[src/rbv_pkg.sv]
// constants for the reset and boot vector select block
// Behaviour
// - core fetch halted while reset held
// - registers defaulted; power-on-only bits kept otherwise
// - interrupts disabled and timers stopped in reset
// - ram contents untouched by any reset
// - port latches set to one, open-drain
// - weak pull-ups on during and after reset
// - power-on or supply reset drives pin low
// - exit clears program counter, internal oscillator
// - watchdog enabled on exit without software
// - no bootloader: start at address zero
// - nine sources each enter reset state
// - signature byte below lock byte, a5 present
// - bootloader present: start at bootloader vector
// - bootloader occupies last three flash pages
// - watchdog starts with longest timeout
// - default clock 48 MHz divided 4 then 8
package rbv_pkg;
  // reset source indices
  localparam int unsigned SRC_POR    = 0;
  localparam int unsigned SRC_PIN    = 1;
  localparam int unsigned SRC_CMP    = 2;
  localparam int unsigned SRC_SW     = 3;
  localparam int unsigned SRC_VMON   = 4;
  localparam int unsigned SRC_WDOG   = 5;
  localparam int unsigned SRC_MCLK   = 6;
  localparam int unsigned SRC_FLASH  = 7;
  localparam int unsigned SRC_USB    = 8;
  localparam int unsigned NUM_SRC    = 9;
  // boot decision values
  localparam logic [7:0]  BOOT_SIG_PRESENT = 8'ha5;
  localparam logic [15:0] RESET_VECTOR     = 16'h0000;
  localparam logic [15:0] PC_RESET         = 16'h0000;
  localparam int unsigned BOOT_PAGES       = 3;
  // clock selection after reset
  localparam logic [1:0]  CLK_SEL_INT_OSC  = 2'h0;
  localparam logic [1:0]  CLK_DIV_PRE      = 2'h2;
  localparam logic [2:0]  CLK_DIV_POST     = 3'h3;
  // watchdog default interval code (longest)
  localparam logic [2:0]  WDOG_INTERVAL_MAX = 3'h7;
  // port latch reset value
  localparam logic        PORT_LATCH_RESET = 1'b1;
  // release stretch in cycles after all sources clear
  localparam int unsigned RELEASE_CYCLES   = 4;
  // exit sequencer states
  typedef enum logic [1:0] {RBV_HOLD, RBV_STRETCH, RBV_LOAD, RBV_RUN} rbv_state_t;
endpackage

[src/rbv_reset_ctrl.sv]
// reset sequencer with boot vector selection
`timescale 1ns/100ps
module rbv_reset_ctrl #(
  parameter int unsigned PORT_BITS  = 40,
  parameter int unsigned FLASH_AW   = 16,
  parameter int unsigned PAGE_BYTES = 512,
  parameter logic [15:0] LOCK_ADDR  = 16'hfbff
) (
  // clock and reset
  input  wire logic                 i_sys_clk,
  input  wire logic                 i_reset_n,
  // reset sources, active high levels except the pin
  input  wire logic                 i_por_req,
  input  wire logic                 i_external_reset_pin_n,
  input  wire logic                 i_cmp_req,
  input  wire logic                 i_sw_req,
  input  wire logic                 i_vmon_req,
  input  wire logic                 i_wdog_overflow,
  input  wire logic                 i_missing_clk,
  input  wire logic                 i_flash_err,
  input  wire logic                 i_usb_bus_reset,
  // flash signature read
  input  wire logic [7:0]           i_sig_byte,
  // reset pin drive, low enable while driving
  output logic                      o_external_reset_pin_n,
  output logic                      o_reset_pin_oe_n,
  // core and peripheral controls
  output logic                      o_core_run,
  output logic                      o_periph_reset,
  output logic                      o_por_only_reset,
  output logic                      o_irq_enable,
  output logic                      o_timer_enable,
  output logic                      o_ram_write_block,
  output logic [PORT_BITS-1:0]      o_port_latch,
  output logic [PORT_BITS-1:0]      o_port_push_pull,
  output logic                      o_weak_pullup_en,
  output logic [FLASH_AW-1:0]       o_sig_addr,
  output logic [15:0]               o_program_counter,
  output logic                      o_boot_to_loader,
  output logic [1:0]                o_system_clock_sel,
  output logic [1:0]                o_clk_div_pre,
  output logic [2:0]                o_clk_div_post,
  output logic                      o_watchdog_enable,
  output logic [2:0]                o_watchdog_interval,
  output logic [rbv_pkg::NUM_SRC-1:0] o_last_cause
);

  // elaboration checks on parameters
  if (PORT_BITS < 1 || FLASH_AW < 16 || PAGE_BYTES < 1 ||
      rbv_pkg::RELEASE_CYCLES < 1 || rbv_pkg::RELEASE_CYCLES > 16 ||
      32'(LOCK_ADDR) + 32'd1 < rbv_pkg::BOOT_PAGES * PAGE_BYTES) begin : g_bad
    $error("rbv_reset_ctrl: unsupported parameter value");
  end

  // bootloader base sits three pages below the top of flash
  localparam logic [15:0] BOOT_VECTOR =
      16'(32'(LOCK_ADDR) + 32'd1 - rbv_pkg::BOOT_PAGES * PAGE_BYTES);
  localparam int unsigned CNT_W = 4;

  // synchronisers for all nine source inputs: three stages
  logic [rbv_pkg::NUM_SRC-1:0] raw_src;
  logic [rbv_pkg::NUM_SRC-1:0] sync1_q;
  logic [rbv_pkg::NUM_SRC-1:0] sync2_q;
  logic [rbv_pkg::NUM_SRC-1:0] sync3_q;
  logic [rbv_pkg::NUM_SRC-1:0] src_q;    // filtered source levels
  logic                        any_src;
  rbv_pkg::rbv_state_t         state_q;
  logic [CNT_W-1:0]            cnt_q;    // release stretch counter
  logic                        drive_pin_q;
  logic                        in_reset;

  // gather sources; the pin is active low
  // all nine sources
  always_comb begin
    raw_src                     = '0;
    raw_src[rbv_pkg::SRC_POR]   = i_por_req;
    // own pull-down on the pin must not hold the block in reset for ever
    raw_src[rbv_pkg::SRC_PIN]   = ~i_external_reset_pin_n & ~drive_pin_q;
    raw_src[rbv_pkg::SRC_CMP]   = i_cmp_req;
    raw_src[rbv_pkg::SRC_SW]    = i_sw_req;
    raw_src[rbv_pkg::SRC_VMON]  = i_vmon_req;
    raw_src[rbv_pkg::SRC_WDOG]  = i_wdog_overflow;
    raw_src[rbv_pkg::SRC_MCLK]  = i_missing_clk;
    raw_src[rbv_pkg::SRC_FLASH] = i_flash_err;
    raw_src[rbv_pkg::SRC_USB]   = i_usb_bus_reset;
  end

  // three-stage chain, filter takes a change when stages two and three agree
  always_ff @(posedge i_sys_clk or negedge i_reset_n) begin
    if (!i_reset_n) begin
      sync1_q <= '0;
      sync2_q <= '0;
      sync3_q <= '0;
    end else begin
      sync1_q <= raw_src;
      sync2_q <= sync1_q;
      sync3_q <= sync2_q;
    end
  end

  // per-source agreement filter
  generate
    for (genvar g = 0; g < rbv_pkg::NUM_SRC; g++) begin : g_filt
      always_ff @(posedge i_sys_clk or negedge i_reset_n) begin
        if (!i_reset_n) begin
          src_q[g] <= 1'b1;                 // power-up counts as held reset
        end else if (sync2_q[g] == sync3_q[g]) begin
          src_q[g] <= sync3_q[g];
        end
      end
    end
  endgenerate

  assign any_src  = |src_q;
  assign in_reset = (state_q != rbv_pkg::RBV_RUN);

  // exit sequencer: hold, stretch, load vector, run
  // synchronous release
  always_ff @(posedge i_sys_clk or negedge i_reset_n) begin
    if (!i_reset_n) begin
      state_q <= rbv_pkg::RBV_HOLD;
      cnt_q   <= '0;
    end else if (any_src) begin
      // any source restarts the hold
      state_q <= rbv_pkg::RBV_HOLD;
      cnt_q   <= '0;
    end else begin
      case (state_q)
        rbv_pkg::RBV_HOLD: begin
          state_q <= rbv_pkg::RBV_STRETCH;
          cnt_q   <= '0;
        end
        rbv_pkg::RBV_STRETCH: begin
          if (cnt_q == CNT_W'(rbv_pkg::RELEASE_CYCLES - 1)) begin
            state_q <= rbv_pkg::RBV_LOAD;
          end else begin
            cnt_q <= cnt_q + CNT_W'(1);
          end
        end
        rbv_pkg::RBV_LOAD: begin
          state_q <= rbv_pkg::RBV_RUN;
        end
        rbv_pkg::RBV_RUN: begin
          state_q <= rbv_pkg::RBV_RUN;
        end
        default: begin
          state_q <= rbv_pkg::RBV_HOLD;
        end
      endcase
    end
  end

  // latch which sources caused the reset, cleared on next entry
  always_ff @(posedge i_sys_clk or negedge i_reset_n) begin
    if (!i_reset_n) begin
      o_last_cause <= '0;
    end else if (any_src) begin
      o_last_cause <= (state_q == rbv_pkg::RBV_RUN) ? src_q : (o_last_cause | src_q);
    end
  end

  // pin drive for power-on and supply monitor resets
  // drive pin low
  always_ff @(posedge i_sys_clk or negedge i_reset_n) begin
    if (!i_reset_n) begin
      drive_pin_q <= 1'b1;
    end else if (src_q[rbv_pkg::SRC_POR] || src_q[rbv_pkg::SRC_VMON]) begin
      drive_pin_q <= 1'b1;
    end else if ((state_q == rbv_pkg::RBV_LOAD) || (state_q == rbv_pkg::RBV_RUN)) begin
      // let go as the core starts running
      drive_pin_q <= 1'b0;
    end
  end

  // open-drain pin: output low, enable low while driving
  assign o_external_reset_pin_n = 1'b0;
  assign o_reset_pin_oe_n       = ~drive_pin_q;

  // core halt and register defaults
  // core halted
  always_ff @(posedge i_sys_clk or negedge i_reset_n) begin
    if (!i_reset_n) begin
      o_core_run       <= 1'b0;
      o_periph_reset   <= 1'b1;
      o_por_only_reset <= 1'b1;
    end else begin
      o_core_run       <= (state_q == rbv_pkg::RBV_LOAD) || (state_q == rbv_pkg::RBV_RUN);
      // register defaults
      // released on the same edge as the core starts
      o_periph_reset   <= in_reset && (state_q != rbv_pkg::RBV_LOAD);
      o_por_only_reset <= src_q[rbv_pkg::SRC_POR];
    end
  end

  // interrupts, timers and ram protection
  // interrupts and timers off
  always_ff @(posedge i_sys_clk or negedge i_reset_n) begin
    if (!i_reset_n) begin
      o_irq_enable      <= 1'b0;
      o_timer_enable    <= 1'b0;
      o_ram_write_block <= 1'b1;
    end else begin
      o_irq_enable      <= ~in_reset;
      o_timer_enable    <= ~in_reset;
      o_ram_write_block <= in_reset;
    end
  end

  // port latches and pull-ups
  // latches to one
  always_ff @(posedge i_sys_clk or negedge i_reset_n) begin
    if (!i_reset_n) begin
      o_port_latch     <= {PORT_BITS{rbv_pkg::PORT_LATCH_RESET}};
      o_port_push_pull <= '0;
    end else if (in_reset) begin
      o_port_latch     <= {PORT_BITS{rbv_pkg::PORT_LATCH_RESET}};
      o_port_push_pull <= '0;
    end
  end

  always_ff @(posedge i_sys_clk or negedge i_reset_n) begin
    if (!i_reset_n) begin
      o_weak_pullup_en <= 1'b1;
    end else begin
      o_weak_pullup_en <= 1'b1;
    end
  end

  // signature address: byte just below the lock byte
  // signature location
  assign o_sig_addr = FLASH_AW'(LOCK_ADDR - 16'h0001);

  // program counter and boot vector, loaded once on exit
  always_ff @(posedge i_sys_clk or negedge i_reset_n) begin
    if (!i_reset_n) begin
      o_program_counter <= rbv_pkg::PC_RESET;
      o_boot_to_loader  <= 1'b0;
    end else if (state_q == rbv_pkg::RBV_LOAD) begin
      if (i_sig_byte == rbv_pkg::BOOT_SIG_PRESENT) begin
        o_program_counter <= BOOT_VECTOR;
        o_boot_to_loader  <= 1'b1;
      end else begin
        o_program_counter <= rbv_pkg::RESET_VECTOR;
        o_boot_to_loader  <= 1'b0;
      end
    end else if (in_reset) begin
      o_program_counter <= rbv_pkg::PC_RESET;
    end
  end

  // default clock and watchdog on exit
  always_ff @(posedge i_sys_clk or negedge i_reset_n) begin
    if (!i_reset_n) begin
      o_system_clock_sel  <= rbv_pkg::CLK_SEL_INT_OSC;
      o_clk_div_pre       <= rbv_pkg::CLK_DIV_PRE;
      o_clk_div_post      <= rbv_pkg::CLK_DIV_POST;
      o_watchdog_enable   <= 1'b0;
      o_watchdog_interval <= rbv_pkg::WDOG_INTERVAL_MAX;
    end else if (in_reset) begin
      o_system_clock_sel  <= rbv_pkg::CLK_SEL_INT_OSC;
      o_clk_div_pre       <= rbv_pkg::CLK_DIV_PRE;
      o_clk_div_post      <= rbv_pkg::CLK_DIV_POST;
      o_watchdog_enable   <= (state_q == rbv_pkg::RBV_LOAD);
      o_watchdog_interval <= rbv_pkg::WDOG_INTERVAL_MAX;
    end
  end

endmodule

[config.mk]
export PLATFORM = sky130hd
export DESIGN_NAME = rbv_reset_ctrl
export DESIGN_NICKNAME = d
export VERILOG_FILES = /design/src/rbv_pkg.sv /design/src/rbv_reset_ctrl.sv
export SDC_FILE = /design/constraint.sdc
export NUM_CORES = 1
export LEC_CHECK = 0
export BUFFER_PORTS_ARGS = -buffer_cell sky130_fd_sc_hd__buf_2
export CORE_ASPECT_RATIO = 0.6
export CORE_UTILIZATION = 48
export DETAILED_ROUTE_END_ITERATION = 8
export PLACE_DENSITY = 0.84
export SYNTH_ARGS = -nofsm -noshare
export SYNTH_HDL_FRONTEND = slang
export SYNTH_SLANG_ARGS = --single-unit
[constraint.sdc]
create_clock -name i_sys_clk -period 3.6 [get_ports i_sys_clk]
set_clock_uncertainty 0.15 [all_clocks]
set_input_delay 0.72 -clock i_sys_clk [delete_from_list [all_inputs] [get_ports i_sys_clk]]
set_output_delay 0.72 -clock i_sys_clk [all_outputs]
set_load 0.05 [all_outputs]
== Word-level counts from Yosys, hierarchy flattened ==
Index checks and enable logic that the tools add are counted.
Operators by class
  equality and inequality tests: 18
  $add $sub $neg: 1
  bitwise logic cells: 5
  multiplexer cells: 13
  reductions and logical operators: 10
Operators with widths (number)
  $mux 16: 3
  $eq 1x1->1: 9
  $mux 9: 1
  $or 9x9->9: 1
  $reduce_or 9->1: 1
  $eq 8x8->1 const B: 1
  $mux 4: 2
  $pmux 4 s2: 1
  $ne 3x3->1 const B: 2
  $pmux 2 s3: 1
  $add 4x1->4 const B: 1
  $eq 2x2->1 const B: 2
  $eq 4x2->1 const B: 1
  $mux 2: 2
  $ne 2x2->1 const B: 2
  $reduce_bool 2->1: 2
  $mux 1: 3
  $not 1->1: 3
  $reduce_bool 3->1: 1
  $eq 2x1->1 const B: 1
  $logic_not 2->1: 1
  $logic_or 1x1->1: 2
  $reduce_and 2->1: 1
  $reduce_or 2->1: 1
  2 further kinds: 2
Word-level totals
  word-level logic and storage cells: 71
  output and inout bits: 142
  input port bits: 19
  register bits after elaboration: 75

== Logic depth before layout (Yosys ltp) ==
  word-level depth: 4
  gate-level depth with buffers: 5
  gate-level depth less buffers: 4

== Least setup slack after synthesis ==
Ideal clock, no wire load.
  kind: reg-to-output
  start: register, netlist name o_program_counter[14]
  end: output port o_program_counter[10]
  data required time: 2730 ps
  data arrival time: 977 ps
  cell stages (with the launch flop): 2
  path slack: 1753 ps
  path buffers: 1
  cells stage by stage: dfrtp_1 buf_4
RTL lines
  to (decl): line rbv_reset_ctrl.sv:38  | output logic [15:0] o_program_counter,

== Worst setup path in the final report ==
  start: register drive_pin_q
  end: output port o_reset_pin_oe_n
On the way
  longest elaborated chain between the ends: 1
RTL lines
  from (decl): line rbv_reset_ctrl.sv:69  | logic drive_pin_q;
  from (signal assigned): line rbv_reset_ctrl.sv:166  | drive_pin_q <= 1'b1;
  from (signal assigned): line rbv_reset_ctrl.sv:168  | drive_pin_q <= 1'b1;
  from (signal assigned): line rbv_reset_ctrl.sv:171  | drive_pin_q <= 1'b0;
  $not 1->1: line rbv_reset_ctrl.sv:177  | assign o_reset_pin_oe_n = ~drive_pin_q;
  to (decl): line rbv_reset_ctrl.sv:26  | output logic o_reset_pin_oe_n,
No other way between the ends.

==> results.md <==
- Core Box Area: 5700 µm²
- Area grow syn2layout: 0.431%
- Deepest clock path buffer count: 2
- Post-synth EDFFs: 0
- Yosys top cell area share: between 40% and 50%
- Proportion of layout cells with a drive suffix above 1: 24.3%
- Multi-input logic area: 850 µm²
- Post-Syn Area: 2910 µm²
- Vias per cell: around 3.7
- Clk slew on worst S/H paths: approximately 0.06 ns
- Final Hold Vio Count: 0
- Io pins: between 150 and 200
- Worst Hold Class: flip-flop to flip-flop
- Clock latency on the worst-skew pair: 0.33 ns
- Max-Cap Viols: 0
- Worst slack, placed: between 1.5 and 2 ns
- Status: finished clean
- Total GRT Usage: about an eighth
- Maximum VDD drop: 175 µV
- Post-CTS Hold Fix Bufs: 0
- CP Buf/Inv Count: 2
- Cell taking the most area after synthesis: dfrtp_1
- Antenna cells: 0
- Initial core utilization: 51.0%
- Commonest cells after routing, fill and taps aside: conb_1, dfrtp_1, buf_2, dfstp_2, clkbuf_8
- Pins Over Slew Limit: 0
- DRT Pass-1 Iters: 4
- Top cells by area, synth: dfrtp_1, buf_4, dfstp_2
- Post-CTS sizing: 0
- Routed length per instance: slightly below 10 µm
- Register area share after synthesis: 52.2%
- Vias in the first global route: ~1200
- IO Port Bufs: 42
- Leakage power: about 1.5 nW
- TritonCTS clock tree: built
- Slowest CP cell: dfstp_2
- Most common cell after layout, fill and taps aside: conb_1
- Die ar.: 6380 µm²
- Slew @ Worst Pin: 1.00 ns
- Root Buffer: clkbuf_8
- DP HPWL: 2730 µm
- GRT Residual Overflow: 0
- Final Critical Period: 1.97 ns
- Final Cycle Share: a little over half
- Placement Rows: 21
- Post-synth ARST share: between 90% and 100%
- CTS buffer count: 9
- Die width: 102 µm
- Mapped Cells: between 200 and 300
- Top_reg_cell synth: dfrtp_1
- H-tree depth: 3
- CP cell instances: inv_1, buf_2
- Critical Path Max Stage Delay: 0.53 ns
- Post-CTS setup buffer count: 0
- Gp weighted congestion: 0.736
- Layout Utilization: around half
- Post-Route WL: 3690 µm
- Mean Syn Cell Area: ~11 µm²
- Residual DRC count: 0
- # nets final: about 320
- Required @ worst endpoint: 2.73 ns
- Delay-heaviest family, CP: flip-flops
- Die Span Y: approximately 62 µm
- Initial antenna violation count: 0
- Worst slew margin: 33.0%
- Largest net degree at the start of global routing: 50
- Clock sink count: 60
- Via count: 1411
- Fmax: 0.508 GHz
- Initial DRC count: 32
- Fillcell total: approximately 520
- RSZ-0062 raised after global routing: no
- Dpl cell area: 2700 µm²
- Worst Path Max Fanout: 2
- Ys Warns: 0
- PD cells: 575 nW/µm²
- Setup violators final: 0
- Setup crit start kind: flip-flop
- WS Path Type: flip-flop to output port
- Critical Path End Type: output port
- Hold_ws: 0.191 ns
- Count of cell types in the netlist: 30
- Arrival time worst endpoint: 1.10 ns
- Seq cells post-synth: 60
- First-pass GRT wire length: approximately 5400 µm
- Antenna-violating nets left: 0
- Final Cell Area: 2920 µm²
- Setup TNS: 0 ns
- Final Worst Setup Slack: about 1.6 ns
- Register area: 1520 µm²
==> per-layer routing <==
metal | part of all wire [%] | GRT usage, %
met1 | 42 | 13.4
met2 | 49 | 17.9
met3 | 7.5 | 7.32
met4 | 1.1 | 4.29
met5 | 0 | 0
==> path summary, 6_finish.rpt <==
kind | start | to | slack (ns) | depth (start not counted)
worst max-delay path | drive_pin_q | o_reset_pin_oe_n | 1.63 | 2
worst min-delay path | sync1_q[3] | sync2_q[3] | 0.19 | 0
worst max register to register | cnt_q[0] | cnt_q[0] | 1.98 | 4
worst min register to register | sync1_q[3] | sync2_q[3] | 0.19 | 0
max in group asynchronous | i_reset_n | src_q[0] | 2.07 | 2
min in group asynchronous | i_reset_n | o_core_run | 0.42 | 1
==> report_power, final <==
part | switching, W | total [W] | internal, W
Sequential | 0.0000151 | 0.000722 | 0.000707
Combinational | 0.000294 | 0.000312 | 0.0000172
Clock | 0.000236 | 0.000644 | 0.000408
Total | 0.000546 | 0.00168 | 0.00113
==> through the flow <==
step           std cells  total power (W)
2_1_floorplan        369          0.00112
3_3_place_gp         364          0.00104
3_5_place_dp         364          0.00105
4_1_cts              380          0.00170
5_1_grt              380          0.00174
6_report             380          0.00168
==> cell families (layout without fill, tap and decap cells) <==
family	after synthesis	in the layout	share of synthesized area [%]
other	2	118	0.258
buffers and inverters	132	63	33.5
AND/OR/NAND/NOR	29	29	6.03
flip-flops	60	60	52.2
adder cells (fa/ha/maj)	10	10	3.53
AO/OA/AOI/OAI	20	20	4.44
==> Yosys cell counts (all sizes together), types with 4 or more instances <==
cell type and number:
nand2 7, buf 127, o21ai 4, nor2 4, maj3 9, dfstp 13
nand3 4, inv 4, a21oi 4, a21o 9, dfrtp 47
==> area by class of cell <==
cell class / instances / area share, %
clock inverter: 4 / 2.49
tap: 80 / 3.43
timing repair buffer: 43 / 7.46
multi-input combinational: 177 / 29.1
sequential: 60 / 52.0
clock buffer: 12 / 4.97
inverter: 4 / 0.515
==> worst register-to-register path, delay by kind of cell, from the launching register on <==
family / cells / cell delay [ns]
adders and majority gates: 1 / 0.27
and+or+nand+nor: 2 / 0.55
AOI/OAI and AO/OA: 1 / 0.14
DFF: 1 / 0.43
==> sequential cells by signal (all words and copies together), names as in the netlist <==
name               count
sync1_q                9
o_watchdog_enable      1
sync2_q                9
cnt_q                  4
o_ram_write_block      1
o_core_run             1
o_periph_reset         1
drive_pin_q            1
o_timer_enable         1
src_q                  9
sync3_q                9
o_program_counter      1
o_last_cause           9
state_q                2
o_por_only_reset       1
o_boot_to_loader       1
No activity file was read; power rests on OpenSTA's default activity.
